$ cat config.mk
export PLATFORM = sky130hd
export DESIGN_NAME = sp_slave_port
export DESIGN_NICKNAME = d
export VERILOG_FILES = /design/src/common/sp_pkg.sv /design/src/sp_slave_port.sv
export SDC_FILE = /design/constraint.sdc
export NUM_CORES = 1
export LEC_CHECK = 0
export BUFFER_PORTS_ARGS = -buffer_cell sky130_fd_sc_hd__buf_4
export CAP_MARGIN = 10
export CORE_MARGIN = 4
export CORE_UTILIZATION = 55
export CTS_CLUSTER_DIAMETER = 80
export DETAILED_ROUTE_END_ITERATION = 6
export PLACE_DENSITY = 0.85
export REMOVE_ABC_BUFFERS = 1
export SLEW_MARGIN = 20
export SYNTH_ARGS = -nofsm -noshare
export SYNTH_HDL_FRONTEND = slang
export SYNTH_SLANG_ARGS = --single-unit
$ cat constraint.sdc
create_clock -name core_clk -period 5.1 [get_ports core_clk]
set_clock_uncertainty 0.05 [all_clocks]
set_input_delay 0.255 -clock core_clk [delete_from_list [all_inputs] [get_ports core_clk]]
set_output_delay 0.255 -clock core_clk [all_outputs]
set_load 0.02 [all_outputs]
$ cat src/common/sp_pkg.sv
/*
  Constants, register map and carrier types of the parallel slave port.
  Assumes a 32-bit AXI4-Lite register bus; byte address is four times the index.
*/
package sp_pkg;

  localparam int SP_ADDR_W = 12;
  localparam int SP_IDX_W = 8;

  // Register indices; the byte address is four times the index.
  localparam logic [7:0] SP_IDX_DATA = 8'h08;
  localparam logic [7:0] SP_IDX_PINS = 8'h09;
  localparam logic [7:0] SP_IDX_FLAGS = 8'h0c;
  localparam logic [7:0] SP_IDX_DIR_D = 8'h88;
  localparam logic [7:0] SP_IDX_CTRL = 8'h89;
  localparam logic [7:0] SP_IDX_EN = 8'h8c;
  localparam logic [7:0] SP_IDX_IRQ_STAT = 8'h90;
  localparam logic [7:0] SP_IDX_IRQ_MASK = 8'h91;

  // Field positions of port_e_control, periph_flags and periph_enables.
  localparam int SP_CTRL_IBF = 7;
  localparam int SP_CTRL_OBF = 6;
  localparam int SP_CTRL_IN_BUF_OVERFLOW = 5;
  localparam int SP_CTRL_MODE = 4;
  localparam int SP_FLAG_IRQ = 7;
  localparam int SP_EN_IRQ = 7;

  // Event bits of the interrupt status and mask registers.
  localparam int SP_IRQ_W = 3;
  localparam int SP_EV_RD = 0;
  localparam int SP_EV_WR = 1;
  localparam int SP_EV_OVF = 2;

  localparam logic [2:0] SP_TRIS_E_RST = 3'h7;
  localparam logic [7:0] SP_DIR_D_RST = 8'hff;
  localparam logic [1:0] SP_RESP_OKAY = 2'h0;
  localparam logic [1:0] SP_RESP_SLVERR = 2'h2;

  // Port E pins as seen by the slave port: pin 2 select, pin 1 write, pin 0 read.
  typedef struct packed {
    logic cs;
    logic wr;
    logic rd;
  } sp_strobe_t;

endpackage : sp_pkg

$ cat src/sp_slave_port.sv
/*
  Parallel slave port on port D with port E strobes, AXI4-Lite register slave.
  Assumes external pins are asynchronous to core_clk and strobes stay low for
  at least three clock periods; the testbench resolves the pin wires.
*/
`timescale 1ns/100ps
`default_nettype none
module sp_slave_port #(
  parameter int ADDR_W = sp_pkg::SP_ADDR_W
) (
  input wire logic core_clk,
  input wire logic rst,
  input wire logic [ADDR_W-1:0] s_axi_awaddr,
  input wire logic s_axi_awvalid,
  output logic s_axi_awready,
  input wire logic [31:0] s_axi_wdata,
  input wire logic [3:0] s_axi_wstrb,
  input wire logic s_axi_wvalid,
  output logic s_axi_wready,
  output logic [1:0] s_axi_bresp,
  output logic s_axi_bvalid,
  input wire logic s_axi_bready,
  input wire logic [ADDR_W-1:0] s_axi_araddr,
  input wire logic s_axi_arvalid,
  output logic s_axi_arready,
  output logic [31:0] s_axi_rdata,
  output logic [1:0] s_axi_rresp,
  output logic s_axi_rvalid,
  input wire logic s_axi_rready,
  input wire logic [7:0] portDIn,
  output logic [7:0] portDOut,
  output logic [7:0] portDOen,
  input wire logic [2:0] portEIn,
  output logic [2:0] portEOut,
  output logic [2:0] portEOen,
  output logic irq
);

  logic [7:0] pdSync1, pdSync2, pdSync3, pdStable;
  logic [2:0] peSync1, peSync2, peSync3, peStable;
  sp_pkg::sp_strobe_t strb;
  logic strobesOk, rdAct, wrAct, rdActQ, wrActQ, rdDone, wrDone, ovfSet;
  logic [7:0] outLatch, inLatch, wrShadow, dirD;
  logic [2:0] peLatch, port_e_control;
  localparam int SP_IRQ_W_L = sp_pkg::SP_IRQ_W;

  logic mode, in_buf_full, out_buf_full, in_buf_overflow, slave_port_irq_flag, slave_port_irq_enable, driveReg;
  logic [SP_IRQ_W_L-1:0] irqStat, irqMask;
  logic bvalidReg, rvalidReg;
  logic [1:0] brespReg, rrespReg;
  logic [31:0] rdataReg;
  logic wrFire, rdFire, wEn, wMapped, rMapped, cpuWrData, cpuRdData;
  logic [7:0] wIdx, rIdx, rdMux;

  // Three-stage synchronisers; only the second stage reads the first.
  always_ff @(posedge core_clk or posedge rst) begin
    if (rst) begin
      pdSync1 <= 8'h00;
      pdSync2 <= 8'h00;
      pdSync3 <= 8'h00;
      peSync1 <= 3'h7;
      peSync2 <= 3'h7;
      peSync3 <= 3'h7;
    end else begin
      pdSync1 <= portDIn;
      pdSync2 <= pdSync1;
      pdSync3 <= pdSync2;
      peSync1 <= portEIn;
      peSync2 <= peSync1;
      peSync3 <= peSync2;
    end
  end

  // A bit changes only once the last two stages agree, which rejects glitches.
  always_ff @(posedge core_clk or posedge rst) begin
    if (rst) begin
      pdStable <= 8'h00;
      peStable <= 3'h7;
    end else begin
      pdStable <= (pdSync3 & ~(pdSync2 ^ pdSync3)) | (pdStable & (pdSync2 ^ pdSync3));
      peStable <= (peSync3 & ~(peSync2 ^ peSync3)) | (peStable & (peSync2 ^ peSync3));
    end
  end

  // Strobe decode; the select pin must be low for either strobe to count.
  assign strb = sp_pkg::sp_strobe_t'(peStable);
  assign strobesOk = mode & (&port_e_control);
  assign rdAct = strobesOk & ~strb.cs & ~strb.rd;
  assign wrAct = strobesOk & ~strb.cs & ~strb.wr;

  // Last cycle's strobe activity, kept to find the release edge.
  always_ff @(posedge core_clk or posedge rst) begin
    if (rst) begin
      rdActQ <= 1'b0;
      wrActQ <= 1'b0;
    end else begin
      rdActQ <= rdAct;
      wrActQ <= wrAct;
    end
  end

  // A transfer completes on the release of its strobe, seen as a falling active.
  assign rdDone = rdActQ & ~rdAct & strobesOk;
  assign wrDone = wrActQ & ~wrAct & strobesOk;
  assign ovfSet = wrDone & in_buf_full;

  // The data bus is tracked while the strobe is low so the last value before
  // release is kept; the pins may already change once the strobe rises.
  always_ff @(posedge core_clk or posedge rst) begin
    if (rst) begin
      wrShadow <= 8'h00;
    end else if (wrAct) begin
      wrShadow <= pdStable;
    end
  end

  // Incoming latch; a word that is still unread is never overwritten.
  always_ff @(posedge core_clk or posedge rst) begin
    if (rst) begin
      inLatch <= 8'h00;
    end else if (wrDone && !in_buf_full) begin
      inLatch <= wrShadow;
    end
  end

  // AXI4-Lite handshakes: address and data are taken together, one of each at a time.
  assign wrFire = s_axi_awvalid & s_axi_wvalid & ~bvalidReg;
  assign rdFire = s_axi_arvalid & ~rvalidReg;
  assign s_axi_awready = wrFire;
  assign s_axi_wready = wrFire;
  assign s_axi_arready = ~rvalidReg;
  assign wIdx = s_axi_awaddr[9:2];
  assign rIdx = s_axi_araddr[9:2];
  assign wEn = wrFire & s_axi_wstrb[0] & wMapped;
  assign cpuWrData = wEn & (wIdx == sp_pkg::SP_IDX_DATA);
  assign cpuRdData = rdFire & (rIdx == sp_pkg::SP_IDX_DATA) & mode;

  // Write decode; only the low byte lane holds register bits.
  always_comb begin
    wMapped = (s_axi_awaddr >> 10) == '0;
    if (wMapped) begin
      unique case (wIdx)
        sp_pkg::SP_IDX_DATA, sp_pkg::SP_IDX_PINS, sp_pkg::SP_IDX_FLAGS,
        sp_pkg::SP_IDX_DIR_D, sp_pkg::SP_IDX_CTRL, sp_pkg::SP_IDX_EN,
        sp_pkg::SP_IDX_IRQ_STAT, sp_pkg::SP_IDX_IRQ_MASK: wMapped = 1'b1;
        default: wMapped = 1'b0;
      endcase
    end
  end

  // Outgoing latch and general-purpose latches; CPU writes land at the edge
  // that takes address and data, the same edge that raises the response.
  always_ff @(posedge core_clk or posedge rst) begin
    if (rst) begin
      outLatch <= 8'h00;
      peLatch <= 3'h0;
      dirD <= sp_pkg::SP_DIR_D_RST;
      port_e_control <= sp_pkg::SP_TRIS_E_RST;
      mode <= 1'b0;
      slave_port_irq_enable <= 1'b0;
      irqMask <= '0;
    end else if (wEn) begin
      unique case (wIdx)
        sp_pkg::SP_IDX_DATA: outLatch <= s_axi_wdata[7:0];
        sp_pkg::SP_IDX_PINS: peLatch <= s_axi_wdata[2:0];
        sp_pkg::SP_IDX_DIR_D: dirD <= s_axi_wdata[7:0];
        sp_pkg::SP_IDX_CTRL: begin
          mode <= s_axi_wdata[sp_pkg::SP_CTRL_MODE];
          port_e_control <= s_axi_wdata[2:0];
        end
        sp_pkg::SP_IDX_EN: slave_port_irq_enable <= s_axi_wdata[sp_pkg::SP_EN_IRQ];
        sp_pkg::SP_IDX_IRQ_MASK: irqMask <= s_axi_wdata[SP_IRQ_W_L-1:0];
        default: ;
      endcase
    end
  end

  // Buffer flags; a set, by hardware or by the CPU, wins over a clear in the same cycle.
  always_ff @(posedge core_clk or posedge rst) begin
    if (rst) begin
      in_buf_full <= 1'b0;
      out_buf_full <= 1'b0;
    end else if (!mode) begin
      in_buf_full <= 1'b0;
      out_buf_full <= 1'b0;
    end else begin
      if (wrDone) begin
        in_buf_full <= 1'b1;
      end else if (cpuRdData) begin
        in_buf_full <= 1'b0;
      end
      if (cpuWrData) begin
        out_buf_full <= 1'b1;
      end else if (rdDone) begin
        out_buf_full <= 1'b0;
      end
    end
  end

  // Overflow survives leaving slave mode; software may only clear it.
  always_ff @(posedge core_clk or posedge rst) begin
    if (rst) begin
      in_buf_overflow <= 1'b0;
    end else if (ovfSet) begin
      in_buf_overflow <= 1'b1;
    end else if (wEn && wIdx == sp_pkg::SP_IDX_CTRL && !s_axi_wdata[sp_pkg::SP_CTRL_IN_BUF_OVERFLOW]) begin
      in_buf_overflow <= 1'b0;
    end
  end

  // Sticky transfer flag; set by a transfer, otherwise only a write to periph_flags changes it.
  always_ff @(posedge core_clk or posedge rst) begin
    if (rst) begin
      slave_port_irq_flag <= 1'b0;
    end else if (rdDone || wrDone) begin
      slave_port_irq_flag <= 1'b1;
    end else if (wEn && wIdx == sp_pkg::SP_IDX_FLAGS) begin
      slave_port_irq_flag <= s_axi_wdata[sp_pkg::SP_FLAG_IRQ];
    end
  end

  // Event status cleared by reading it; an event in the same cycle survives.
  always_ff @(posedge core_clk or posedge rst) begin
    if (rst) begin
      irqStat <= '0;
    end else begin
      irqStat <= (irqStat & ~{SP_IRQ_W_L{rdFire && rMapped && rIdx == sp_pkg::SP_IDX_IRQ_STAT}})
        | {ovfSet, wrDone, rdDone};
    end
  end

  // The level request combines the gated transfer flag with the masked events.
  // It is built from flops only, so a pin change cannot make it glitch.
  assign irq = (slave_port_irq_flag & slave_port_irq_enable) | (|(irqStat & irqMask));

  // In slave mode the data pins drive one cycle behind an external read, from a registered copy of its strobe.
  always_ff @(posedge core_clk or posedge rst) begin
    if (rst) begin
      driveReg <= 1'b0;
    end else begin
      driveReg <= rdAct;
    end
  end

  assign portDOut = outLatch;
  assign portDOen = mode ? {8{~driveReg}} : dirD;
  assign portEOut = peLatch;
  assign portEOen = port_e_control;

  // Read mux; CPU reads see the state at the start of the bus cycle.
  always_comb begin
    rdMux = 8'h00;
    rMapped = (s_axi_araddr >> 10) == '0;
    if (rMapped) begin
      unique case (rIdx)
        sp_pkg::SP_IDX_DATA: rdMux = mode ? inLatch : pdStable;
        sp_pkg::SP_IDX_PINS: rdMux = {5'h00, peStable};
        sp_pkg::SP_IDX_FLAGS: rdMux = {slave_port_irq_flag, 7'h00};
        sp_pkg::SP_IDX_DIR_D: rdMux = dirD;
        sp_pkg::SP_IDX_CTRL: rdMux = {in_buf_full, out_buf_full, in_buf_overflow, mode, 1'b0, port_e_control};
        sp_pkg::SP_IDX_EN: rdMux = {slave_port_irq_enable, 7'h00};
        sp_pkg::SP_IDX_IRQ_STAT: rdMux = {5'h00, irqStat};
        sp_pkg::SP_IDX_IRQ_MASK: rdMux = {5'h00, irqMask};
        default: rMapped = 1'b0;
      endcase
    end
  end

  // Responses are held until the master accepts them.
  always_ff @(posedge core_clk or posedge rst) begin
    if (rst) begin
      bvalidReg <= 1'b0;
      brespReg <= sp_pkg::SP_RESP_OKAY;
    end else if (wrFire) begin
      bvalidReg <= 1'b1;
      brespReg <= wMapped ? sp_pkg::SP_RESP_OKAY : sp_pkg::SP_RESP_SLVERR;
    end else if (s_axi_bready) begin
      bvalidReg <= 1'b0;
    end
  end

  // Read data are captured at the taking edge, so the word shows the state before it.
  always_ff @(posedge core_clk or posedge rst) begin
    if (rst) begin
      rvalidReg <= 1'b0;
      rrespReg <= sp_pkg::SP_RESP_OKAY;
      rdataReg <= 32'h0000_0000;
    end else if (rdFire) begin
      rvalidReg <= 1'b1;
      rrespReg <= rMapped ? sp_pkg::SP_RESP_OKAY : sp_pkg::SP_RESP_SLVERR;
      rdataReg <= {24'h00_0000, rdMux};
    end else if (s_axi_rready) begin
      rvalidReg <= 1'b0;
    end
  end

  // Every response output comes straight from a flop.
  assign s_axi_bvalid = bvalidReg;
  assign s_axi_bresp = brespReg;
  assign s_axi_rvalid = rvalidReg;
  assign s_axi_rresp = rrespReg;
  assign s_axi_rdata = rdataReg;
endmodule : sp_slave_port
`default_nettype wire

==> run_results.csv, run 1 <==
group,metric,value,unit
outcome,status,"complete, no violations",
setup_path,cp_slowest_stage_delay,710,ps
setup_path,crit_path_end_kind,"flip-flop",
layout,syn_to_final_growth,19.5,%
drt,ant_nets,0,
clock_network,cts.htree.levels,3,
setup_path,crit_path_start_kind,"flip-flop",
timing,relSlewSlack,46.7,%
global_route,grt_overflow_total,0,
setup_path,path_cells,"buf_4 > nand4_1 > nor3_2 > mux2_2",
global_route,grt_pass1_vias,3139,
layout,diodes,0,
yosys,yosysWarnings,0,
clock_network,numCtsBuffers,9,
die,die_w,99.7,um
layout,utilization,67.6,%
timing,rsz0062_at_grt,"false",
die,die_h,99.7,um
die,design.core.area,8180,sq um
yosys,yosys-top-cells-count,"dfrtp_1 (85), mux2_2 (44), buf_4 (27), dfstp_2 (23), nand2_1 (19)",
timing,period_share,44.4,%
placed_design,gp_congestion,0.890,
clock_network,clk_path_buf_depth,2,
drt,route.detailed.drc,0,
yosys,synth.most_common_cell,"dfrtp_1",
yosys,yosysTopAreaCell,"dfrtp_1",
flow_run,cap_violations,0,
layout,drive_above_1_share,39.8,%
clock_network,cts_tree,"built",
global_route,grt_usage,19.7,%
placed_design,numPortBuffers,84,
placed_design,place_area,5250,sq um
power,pwr-share-comb,9.2,%
drt,avgViaCountPerCell,5.46,
setup_path,cp_max_fo,22,
drt,wire_per_inst,16.6,um
global_route,grt_pass1_wl,15600,um
layout,fillCellCount,612,
power,powerDensity,272,nW/um^2
power,switching_share,25.1,%
timing,worstMarginPinSlew,800,ps
placed_design,dp_hpwl,6980,um
yosys,synth_edf_count,0,
power,leakage,2.55,nW
global_route,antenna_found_initial,0,
clock_network,clkSinkCount,108,
power,p_clk_share,30.6,%
yosys,synth_top_area_share,46.0,%
timing,worst_slack,2840,ps
die,start_util,56.5,%
power,p_seq_share,60.2,%
timing,maxSlewViolCount,0,
setup_path,path_class,"reg -> reg",
die,rows,33,
drt,drt_iter0_markers,160,
die,pin_count,142,
yosys,synth_seq_cells,108,
drt,vias,3042,
timing,fin_tns_setup,0,ps
die,die_area,9930,sq um
layout,design_area,5530,sq um
power,irDropWorstVdd,0.181,mV
timing,finalHoldViolations,0,
setup_path,critPathArrivalTime,2470,ps
clock_network,cts_root_buffer,"clkbuf_8",
drt,drtPass1Iterations,4,
yosys,seq_area_frac_synth,59.1,%
yosys,ys_types,51,
clock_network,worstSkewPairLatency,370,ps
yosys,ys.flop_type,"dfrtp_1",
yosys,syn_area_per_cell,13.2,sq um
power,p_int,1.13,mW
drt,wirelength,9270,um
setup_path,slowest_stage,"nor3_2",
yosys,synth_cells,351,
timing,layout_min_cycle_time,2260,ps
power,power,1.50,mW
layout,nNetsFinal,525,
yosys,synth_area,4620,sq um
timing,setup_viol,0,
placed_design,pre_cts_ws,2830,ps
yosys,async_flop_share,100,%
yosys,synthTopCellsByArea,"dfrtp_1 (46%), dfstp_2 (13%), mux2_2 (11%)",
clock_network,path_clk_slew,100,ps
timing,fmax,442,MHz
power,p_switching,0.378,mW
hold_path,hold_path_class,"in -> async",
global_route,grt_start_max_net_pins,71,
setup_path,required,5300,ps
-- layout make-up --
cell class              instances  area, sq um  share of cell area (%)
multi-input cells             221         1700                    30.8
clock buffers                  11          131                    2.38
clock inverters                 5         36.3                   0.657
inverters                      10         40.0                   0.725
flip-flops and latches        108         2730                    49.4
well taps                     105          131                    2.38
repair buffers                 97          756                    13.7
-- cell usage in the layout (no fill, tap or decap), types with 2 or more instances in the layout --
master / n
clkbuf_8: 9
mux2i_1: 10
o221ai_1: 3
a2111oi_0: 2
mux2_2: 44
conb_1: 26
a22o_1: 2
nor2_1: 8
a22oi_1: 7
and3_1: 3
nand2b_1: 3
dlygate4sd3_1: 11
o211ai_1: 3
or3_1: 2
clkbuf_1: 2
clkinv_2: 2
dfrtp_1: 85
nand2_1: 19
nor2b_1: 3
buf_4: 86
inv_6: 2
nand3b_1: 3
nand3_1: 3
o21a_1: 10
inv_1: 9
a221oi_1: 3
nor4b_4: 2
nor4_1: 6
o21ai_0: 16
maj3_1: 11
or2_2: 2
dfstp_2: 23
nor3_2: 3
nor3_1: 8
-- stage by stage --
step / instances / hold WS (ps)
after floorplan: 339 / 209
after global placement: 530 / 282
after detailed placement: 530 / 285
after CTS: 557 / 4.68
after global routing: 557 / 17.5
final: 557 / 3.26
-- critical path: cells and delay by family (launching register included) --
kind	cells	cell delay (ps)
flops	1	340
buf+inv	1	280
mux	1	410
simple gates	2	1070
-- power by group through the flow --
stage          Combinational (mW)  Clock [mW]  Sequential [mW]
2_1_floorplan              0.0650           0            0.921
3_3_place_gp                0.130           0            0.919
3_5_place_dp                0.133           0            0.921
4_1_cts                     0.139       0.474            0.906
5_1_grt                     0.152       0.506            0.910
6_report                    0.138       0.460            0.905
-- repair_timing --
item / 4_1_cts / 5_1_grt
hold buffers: 11 / 0
hold endpoints to repair: 11 / 0
setup buffers: 0 / 0
resized for setup: 0 / 0
-- layer usage --
layer / GRT usage (%) / vias to the layer above / wire length [um]
li1: - / 1412 / -
met1: 26.6 / 1511 / 3930
met2: 32.1 / 102 / 4610
met3: 3.58 / 17 / 541
met4: 7.46 / 0 / 190
met5: 0 / - / 0
-- worst paths after layout --
path	startpoint	to	slack (ps)	cells past startpoint
worst min-delay path	rst	inLatch[3]$_DFFE_PP0P_	3	2
min in group core_clk	s_axi_rready	s_axi_rvalid$_DFFE_PP0P_	10	2
worst min register to register	pdSync1[2]$_DFF_PP0_	pdSync2[2]$_DFF_PP0_	300	0
max in group asynchronous	rst	dirD[2]$_DFFE_PP1P_	3970	3
worst max-delay path	mode$_DFFE_PP0P_	inLatch[5]$_DFFE_PP0P_	2840	4
worst max register to register	mode$_DFFE_PP0P_	inLatch[5]$_DFFE_PP0P_	2840	4
-- cell families after synthesis --
logic type | after synthesis | share of synthesized area [%]
buf+inv | 47 | 6.17
simple gates | 77 | 10.9
flops | 108 | 59.1
mux | 55 | 13.5
other cells | 1 | 0.0811
compound gates | 52 | 7.88
fa+ha+maj | 11 | 2.38
(Power assumes the default switching activity.)
==> inputs of run 2 (changes only) <==
--- a/config.mk
+++ b/config.mk
@@ -5,13 +5,14 @@
 export SDC_FILE = /design/constraint.sdc
 export NUM_CORES = 1
 export LEC_CHECK = 0
+export ABC_AREA = 1
 export BUFFER_PORTS_ARGS = -buffer_cell sky130_fd_sc_hd__buf_4
 export CAP_MARGIN = 10
 export CORE_MARGIN = 4
-export CORE_UTILIZATION = 55
+export CORE_UTILIZATION = 51
 export CTS_CLUSTER_DIAMETER = 80
 export DETAILED_ROUTE_END_ITERATION = 6
-export PLACE_DENSITY = 0.85
+export PLACE_DENSITY = 0.79
 export REMOVE_ABC_BUFFERS = 1
 export SLEW_MARGIN = 20
 export SYNTH_ARGS = -nofsm -noshare
==> constraint.sdc (replaced) <==
create_clock -name core_clk -period 2.1 [get_ports core_clk]
set_clock_uncertainty 0.05 [all_clocks]
set_input_delay 0.105 -clock core_clk [delete_from_list [all_inputs] [get_ports core_clk]]
set_output_delay 0.105 -clock core_clk [all_outputs]
set_load 0.02 [all_outputs]
==> run 2 against run 1 <==
Largest cell class unchanged. Non-clock buffer count increased by 15. Clock power rose to 2.7 times the previous value. Sequential cell count did not move. Routed wire length grew 9.9%. Cell area rose by 5.3%. Die area rose by 9.4%. Cell count increased by 33%. Global-route usage barely moved.
==> run_results.csv, run 2 <==
group,metric,value,unit
outcome,status,"complete, no violations",
setup_path,cp_max_fo,12,
power,switching_share,26.8,%
yosys,yosysTopAreaCell,"dfrtp_1",
layout,layout_common_cells,"nand2_1 (163), buf_4 (87), dfrtp_1 (85)",
clock_network,cts_tree,"built",
setup_path,slowest_stage,"or2_2",
power,p_clk_share,30.8,%
yosys,seq_area_frac_synth,57.8,%
setup_path,r2r_cells,8,
layout,fillCellCount,670,
timing,fmax,526,MHz
yosys,ys.flop_type,"dfrtp_1",
die,start_util,53.4,%
die,pin_count,142,
clock_network,path_clk_slew,100,ps
global_route,antenna_found_initial,0,
clock_network,clk_path_buf_depth,2,
setup_path,path_cells,"buf_4 > inv_2 > or2_2 > o21ai_0 > buf_4",
setup_path,crit_path_start_kind,"flip-flop",
yosys,synth.most_common_cell,"nand2_1",
global_route,grt_overflow_total,0,
timing,finalHoldViolations,0,
global_route,grt_pass1_wl,17600,um
global_route,grt_usage,19.8,%
drt,wirelength,10200,um
power,pwr-share-comb,12.1,%
drt,wire_per_inst,13.7,um
placed_design,gp_congestion,0.889,
clock_network,cts_root_buffer,"clkbuf_8",
layout,seqCellArea,2730,sq um
drt,vias,3765,
yosys,synth_top_area_share,45.0,%
yosys,yosysWarnings,0,
power,leakage,3.03,nW
timing,relSlewSlack,62.0,%
layout,nNetsFinal,706,
setup_path,crit_path_end_kind,"primary output",
global_route,grt_pass1_vias,3758,
timing,setup_viol,0,
power,p_seq_share,57.1,%
flow_run,cap_violations,0,
global_route,grt_start_max_net_pins,46,
setup_path,critPathArrivalTime,1750,ps
timing,fin_tns_setup,0,ps
drt,drt_iter0_markers,222,
die,die_h,104,um
layout,multi_input_area,1630,sq um
yosys,yosys-top-cells-count,"nand2_1 (163), dfrtp_1 (85), inv_1 (49), nor2_1 (31), o21ai_0 (29)",
clock_network,clkSinkCount,108,
power,power,3.96,mW
clock_network,numCtsBuffers,9,
layout,drive_above_1_share,24.2,%
die,rows,34,
setup_path,reg2reg_from,"portEOen[1]$_DFFE_PP1P_",
die,design.core.area,8850,sq um
timing,worstMarginPinSlew,571,ps
yosys,synth_area,4730,sq um
drt,avgViaCountPerCell,5.08,
power,powerDensity,681,nW/um^2
power,p_switching,1.06,mW
clock_network,cts_repair_resize_count,0,
hold_path,min_path_cells,5,
setup_path,required,1950,ps
setup_path,cp_slowest_stage_delay,370,ps
layout,final_common_cell,"nand2_1",
drt,ant_nets,0,
setup_path,path_class,"reg -> out",
clock_network,worstSkewPairLatency,370,ps
layout,diodes,0,
drt,route.detailed.drc,0,
hold_path,worstHoldEndpoint,"irqStat[0]$_DFF_PP0_",
yosys,syn_area_per_cell,9.18,sq um
yosys,synth_cells,515,
setup_path,r2r-end,"inLatch[1]$_DFFE_PP0P_",
yosys,synthTopCellsByArea,"dfrtp_1 (45%), nand2_1 (13%), dfstp_2 (13%)",
setup_path,startpoint,"mode$_DFFE_PP0P_",
setup_path,rrSetupSlack,340,ps
die,die_area,10900,sq um
setup_path,critPathMostFrequentCell,"buf_4",
layout,syn_to_final_growth,23.1,%
hold_path,hold_path_class,"in -> reg",
hold_path,hp-start,"s_axi_araddr[11]",
placed_design,numPortBuffers,84,
yosys,synth_seq_cells,108,
power,irDropWorstVdd,0.552,mV
yosys,synth_edf_count,0,
clock_network,post-cts-setup-buffers,0,
timing,rsz0062_at_grt,"false",
clock_network,cts.htree.levels,3,
yosys,async_flop_share,100,%
die,die_w,104,um
yosys,ys_types,31,
timing,period_share,90.6,%
timing,layout_min_cycle_time,1900,ps
drt,drtPass1Iterations,4,
timing,maxSlewViolCount,0,
power,p_int,2.90,mW
placed_design,dp_hpwl,7630,um
==> run 2: worst max-delay path by stage <==
stage | to | cells after the start
2_1_floorplan | asynchronous set/reset pin | 1
3_3_place_gp | inLatch[7]$_DFFE_PP0P_ | 7
3_5_place_dp | inLatch[1]$_DFFE_PP0P_ | 7
4_1_cts | portDOen[4] | 5
5_1_grt | portDOen[4] | 5
6_report | portDOen[4] | 5
==> run 2: critical path: cells and delay by family, from the launching register on <==
family / cells / cell delay, ps
flip-flops: 1 / 360
AND/OR/NAND/NOR: 1 / 370
buffers and inverters: 3 / 470
AO/OA/AOI/OAI: 1 / 170
==> run 2: through the flow <==
step / util [%] / cell area (sq um) / hold WS (ps) / setup slack, ps / instances
2_1_floorplan: - / 4560 / 59.5 / -863 / 505
3_3_place_gp: 61.0 / 5400 / 164 / 451 / 702
3_5_place_dp: 61.0 / 5400 / 165 / 389 / 702
4_1_cts: 65.8 / 5820 / 79.2 / 206 / 741
5_1_grt: 65.8 / 5820 / 124 / 88.3 / 741
6_report: 65.8 / 5820 / 78.8 / 197 / 741
==> run 2: area by class of cell <==
cell class / count / share of cell area, %
flip-flops and latches: 108 / 46.9
multi-input cells: 344 / 28.1
repair buffers: 112 / 15.9
inverters: 53 / 3.46
clock buffers: 11 / 2.60
well taps: 108 / 2.32
clock inverters: 5 / 0.731
==> run 2: power groups by stage <==
stage | Sequential, mW | Combinational, mW | Clock [mW]
after floorplan | 2.29 | 0.240 | 0
after global placement | 2.30 | 0.433 | 0
after detailed placement | 2.30 | 0.447 | 0
after CTS | 2.26 | 0.484 | 1.24
after global routing | 2.28 | 0.535 | 1.34
final | 2.26 | 0.481 | 1.22
==> run 2: per-layer routing <==
layer / up-vias / part of all wire [%] / GRT usage, % / wire, um
met5: - / 0 / 0 / 0
met4: 0 / 2.1 / 7.22 / 214
met3: 23 / 5.9 / 3.72 / 596
met2: 137 / 49 / 32.5 / 5040
met1: 1805 / 43 / 26.2 / 4340
li1: 1800 / - / - / -
==> run 2: repair_timing <==
item                                   in CTS  in global routing
endpoints found under the hold margin      86                  0
hold buffers                               23                  0
setup endpoints to repair                   0                  0
==> run 2: cell families (layout without fill, tap and decap cells) <==
logic type	after synthesis	in the layout	synth area share (%)
other cells	1	26	0.0794
compound gates	55	55	6.33
buf+inv	88	181	9.61
flops	108	108	57.8
simple gates	252	252	23.9
fa+ha+maj	11	11	2.33
==> inputs of run 3 (changes only) <==
--- a/config.mk
+++ b/config.mk
@@ -13,6 +13,7 @@
 export CTS_CLUSTER_DIAMETER = 80
 export DETAILED_ROUTE_END_ITERATION = 6
 export PLACE_DENSITY = 0.79
+export RECOVER_POWER = 25
 export REMOVE_ABC_BUFFERS = 1
 export SLEW_MARGIN = 20
 export SYNTH_ARGS = -nofsm -noshare
==> run 3 against run 2 <==
Via count decreased by 0.42%. Critical path type unchanged. First-iteration DRC count decreased by 2.3%. Non-clock buffer count is the same. Cell area barely moved. Clock power is essentially flat.
==> run_results.csv, run 3 (synthesis results as in run 2) <==
group,metric,value,unit
outcome,status,"complete, no violations",
clock_network,path_clk_slew,100,ps
timing,fmax,532,MHz
hold_path,worstHoldEndpoint,"irqStat[0]$_DFF_PP0_",
drt,ant_nets,0,
setup_path,crit_path_end_kind,"primary output",
timing,worst_slack,220,ps
timing,setup_viol,0,
layout,drive_above_1_share,23.7,%
flow_run,cap_violations,0,
drt,vias,3749,
global_route,grt_pass1_wl,17600,um
drt,wire_per_inst,13.7,um
placed_design,numPortBuffers,84,
hold_path,hp-start,"s_axi_araddr[11]",
layout,nNetsFinal,706,
setup_path,critPathArrivalTime,1720,ps
clock_network,cts_repair_resize_count,0,
timing,worstMarginPinSlew,953,ps
setup_path,required,1950,ps
die,die_area,10900,sq um
setup_path,r2r_cells,8,
timing,relSlewSlack,36.3,%
placed_design,dp.cells,702,
drt,avgViaCountPerCell,5.06,
clock_network,worstSkewPairLatency,370,ps
clock_network,cts_tree,"built",
die,start_util,53.4,%
layout,diodes,0,
layout,fillCellCount,671,
drt,drt_iter0_markers,217,
clock_network,numCtsBuffers,9,
timing,layout_min_cycle_time,1880,ps
setup_path,crit_path_start_kind,"flip-flop",
drt,drtPass1Iterations,4,
global_route,antenna_found_initial,0,
clock_network,clkSinkCount,108,
timing,hold_slack,75.4,ps
power,powerDensity,680,nW/um^2
global_route,grt_pass1_vias,3758,
drt,wirelength,10200,um
timing,finalHoldViolations,0,
clock_network,post-cts-setup-buffers,0,
layout,syn_to_final_growth,23.1,%
die,pin_count,142,
placed_design,gp_congestion,0.889,
timing,period_share,89.5,%
clock_network,cts.htree.levels,3,
clock_network,cts_root_buffer,"clkbuf_8",
layout,final_common_cell,"nand2_1",
hold_path,min_path_cells,5,
die,die_h,104,um
drt,route.detailed.drc,0,
setup_path,reg2reg_from,"portEOen[1]$_DFFE_PP1P_",
die,die_w,104,um
timing,maxSlewViolCount,0,
setup_path,cp_max_fo,12,
global_route,grt_start_max_net_pins,46,
die,rows,34,
timing,fin_tns_setup,0,ps
power,irDropWorstVdd,0.551,mV
timing,rsz0062_at_grt,"false",
clock_network,clk_path_buf_depth,2,
layout,final_cells,741,
global_route,grt_usage,19.8,%
die,design.core.area,8850,sq um
setup_path,r2r-end,"inLatch[1]$_DFFE_PP0P_",
global_route,grt_overflow_total,0,
power,leakage,3.03,nW
placed_design,pre_cts_ws,389,ps
setup_path,path_class,"reg -> out",
hold_path,hold_path_class,"in -> reg",
placed_design,dp_hpwl,7630,um
layout,layout_common_cells,"nand2_1 (163), dfrtp_1 (85), buf_4 (75)",
setup_path,rrSetupSlack,340,ps
[run 3: final cells by class]
class                      count  area (sq um)  area share, %
multi-input combinational    344          1630           28.1
tap                          108           135           2.32
inverter                      53           199           3.42
clock buffer                  11           151           2.60
timing repair buffer         112           923           15.9
sequential                   108          2730           47.0
clock inverter                 5          42.5          0.731
[run 3: critical path, cell delays in order (launching register included)]
cell and delay [ps]:
dfrtp_1 360, buf_4 160, inv_2 100, or2_2 370
o21ai_0 150, buf_4 210
[run 3: power by group]
group / switching [mW] / internal (mW)
Sequential: 0.0615 / 2.20
Combinational: 0.289 / 0.190
Clock: 0.708 / 0.509
[run 3: routing by layer]
metal	GRT usage [%]	vias up	wire length (um)
met3	3.72	21	572
li1	-	1799	-
met4	7.22	0	200
met5	0	-	0
met1	26.2	1805	4360
met2	32.5	124	5030
[run 3: timing repair]
action / 4_1_cts / 5_1_grt
hold endpoints to repair: 86 / 0
hold buffers: 23 / 0
endpoints found under the setup margin: 0 / 0
[run 3: how the worst max path moves through the flow]
stage / slack (ps) / start / to / cells after the start
floorplan: -860 / rst / asynchronous set/reset pin / 1
global placement: 450 / portEOen[1]$_DFFE_PP1P_ / inLatch[7]$_DFFE_PP0P_ / 7
detailed placement: 390 / portEOen[1]$_DFFE_PP1P_ / inLatch[1]$_DFFE_PP0P_ / 7
CTS: 210 / mode$_DFFE_PP0P_ / portDOen[4] / 5
global route: 90 / mode$_DFFE_PP0P_ / portDOen[4] / 5
finish: 220 / mode$_DFFE_PP0P_ / portDOen[2] / 5
[run 3: metrics by stage]
step	instance area, sq um	power [mW]	util (%)
finish	5820	3.96	65.7
global route	5820	4.15	65.7
CTS	5820	3.99	65.8
detailed placement	5400	2.75	61.0
global placement	5400	2.73	61.0
floorplan	4560	2.53	-
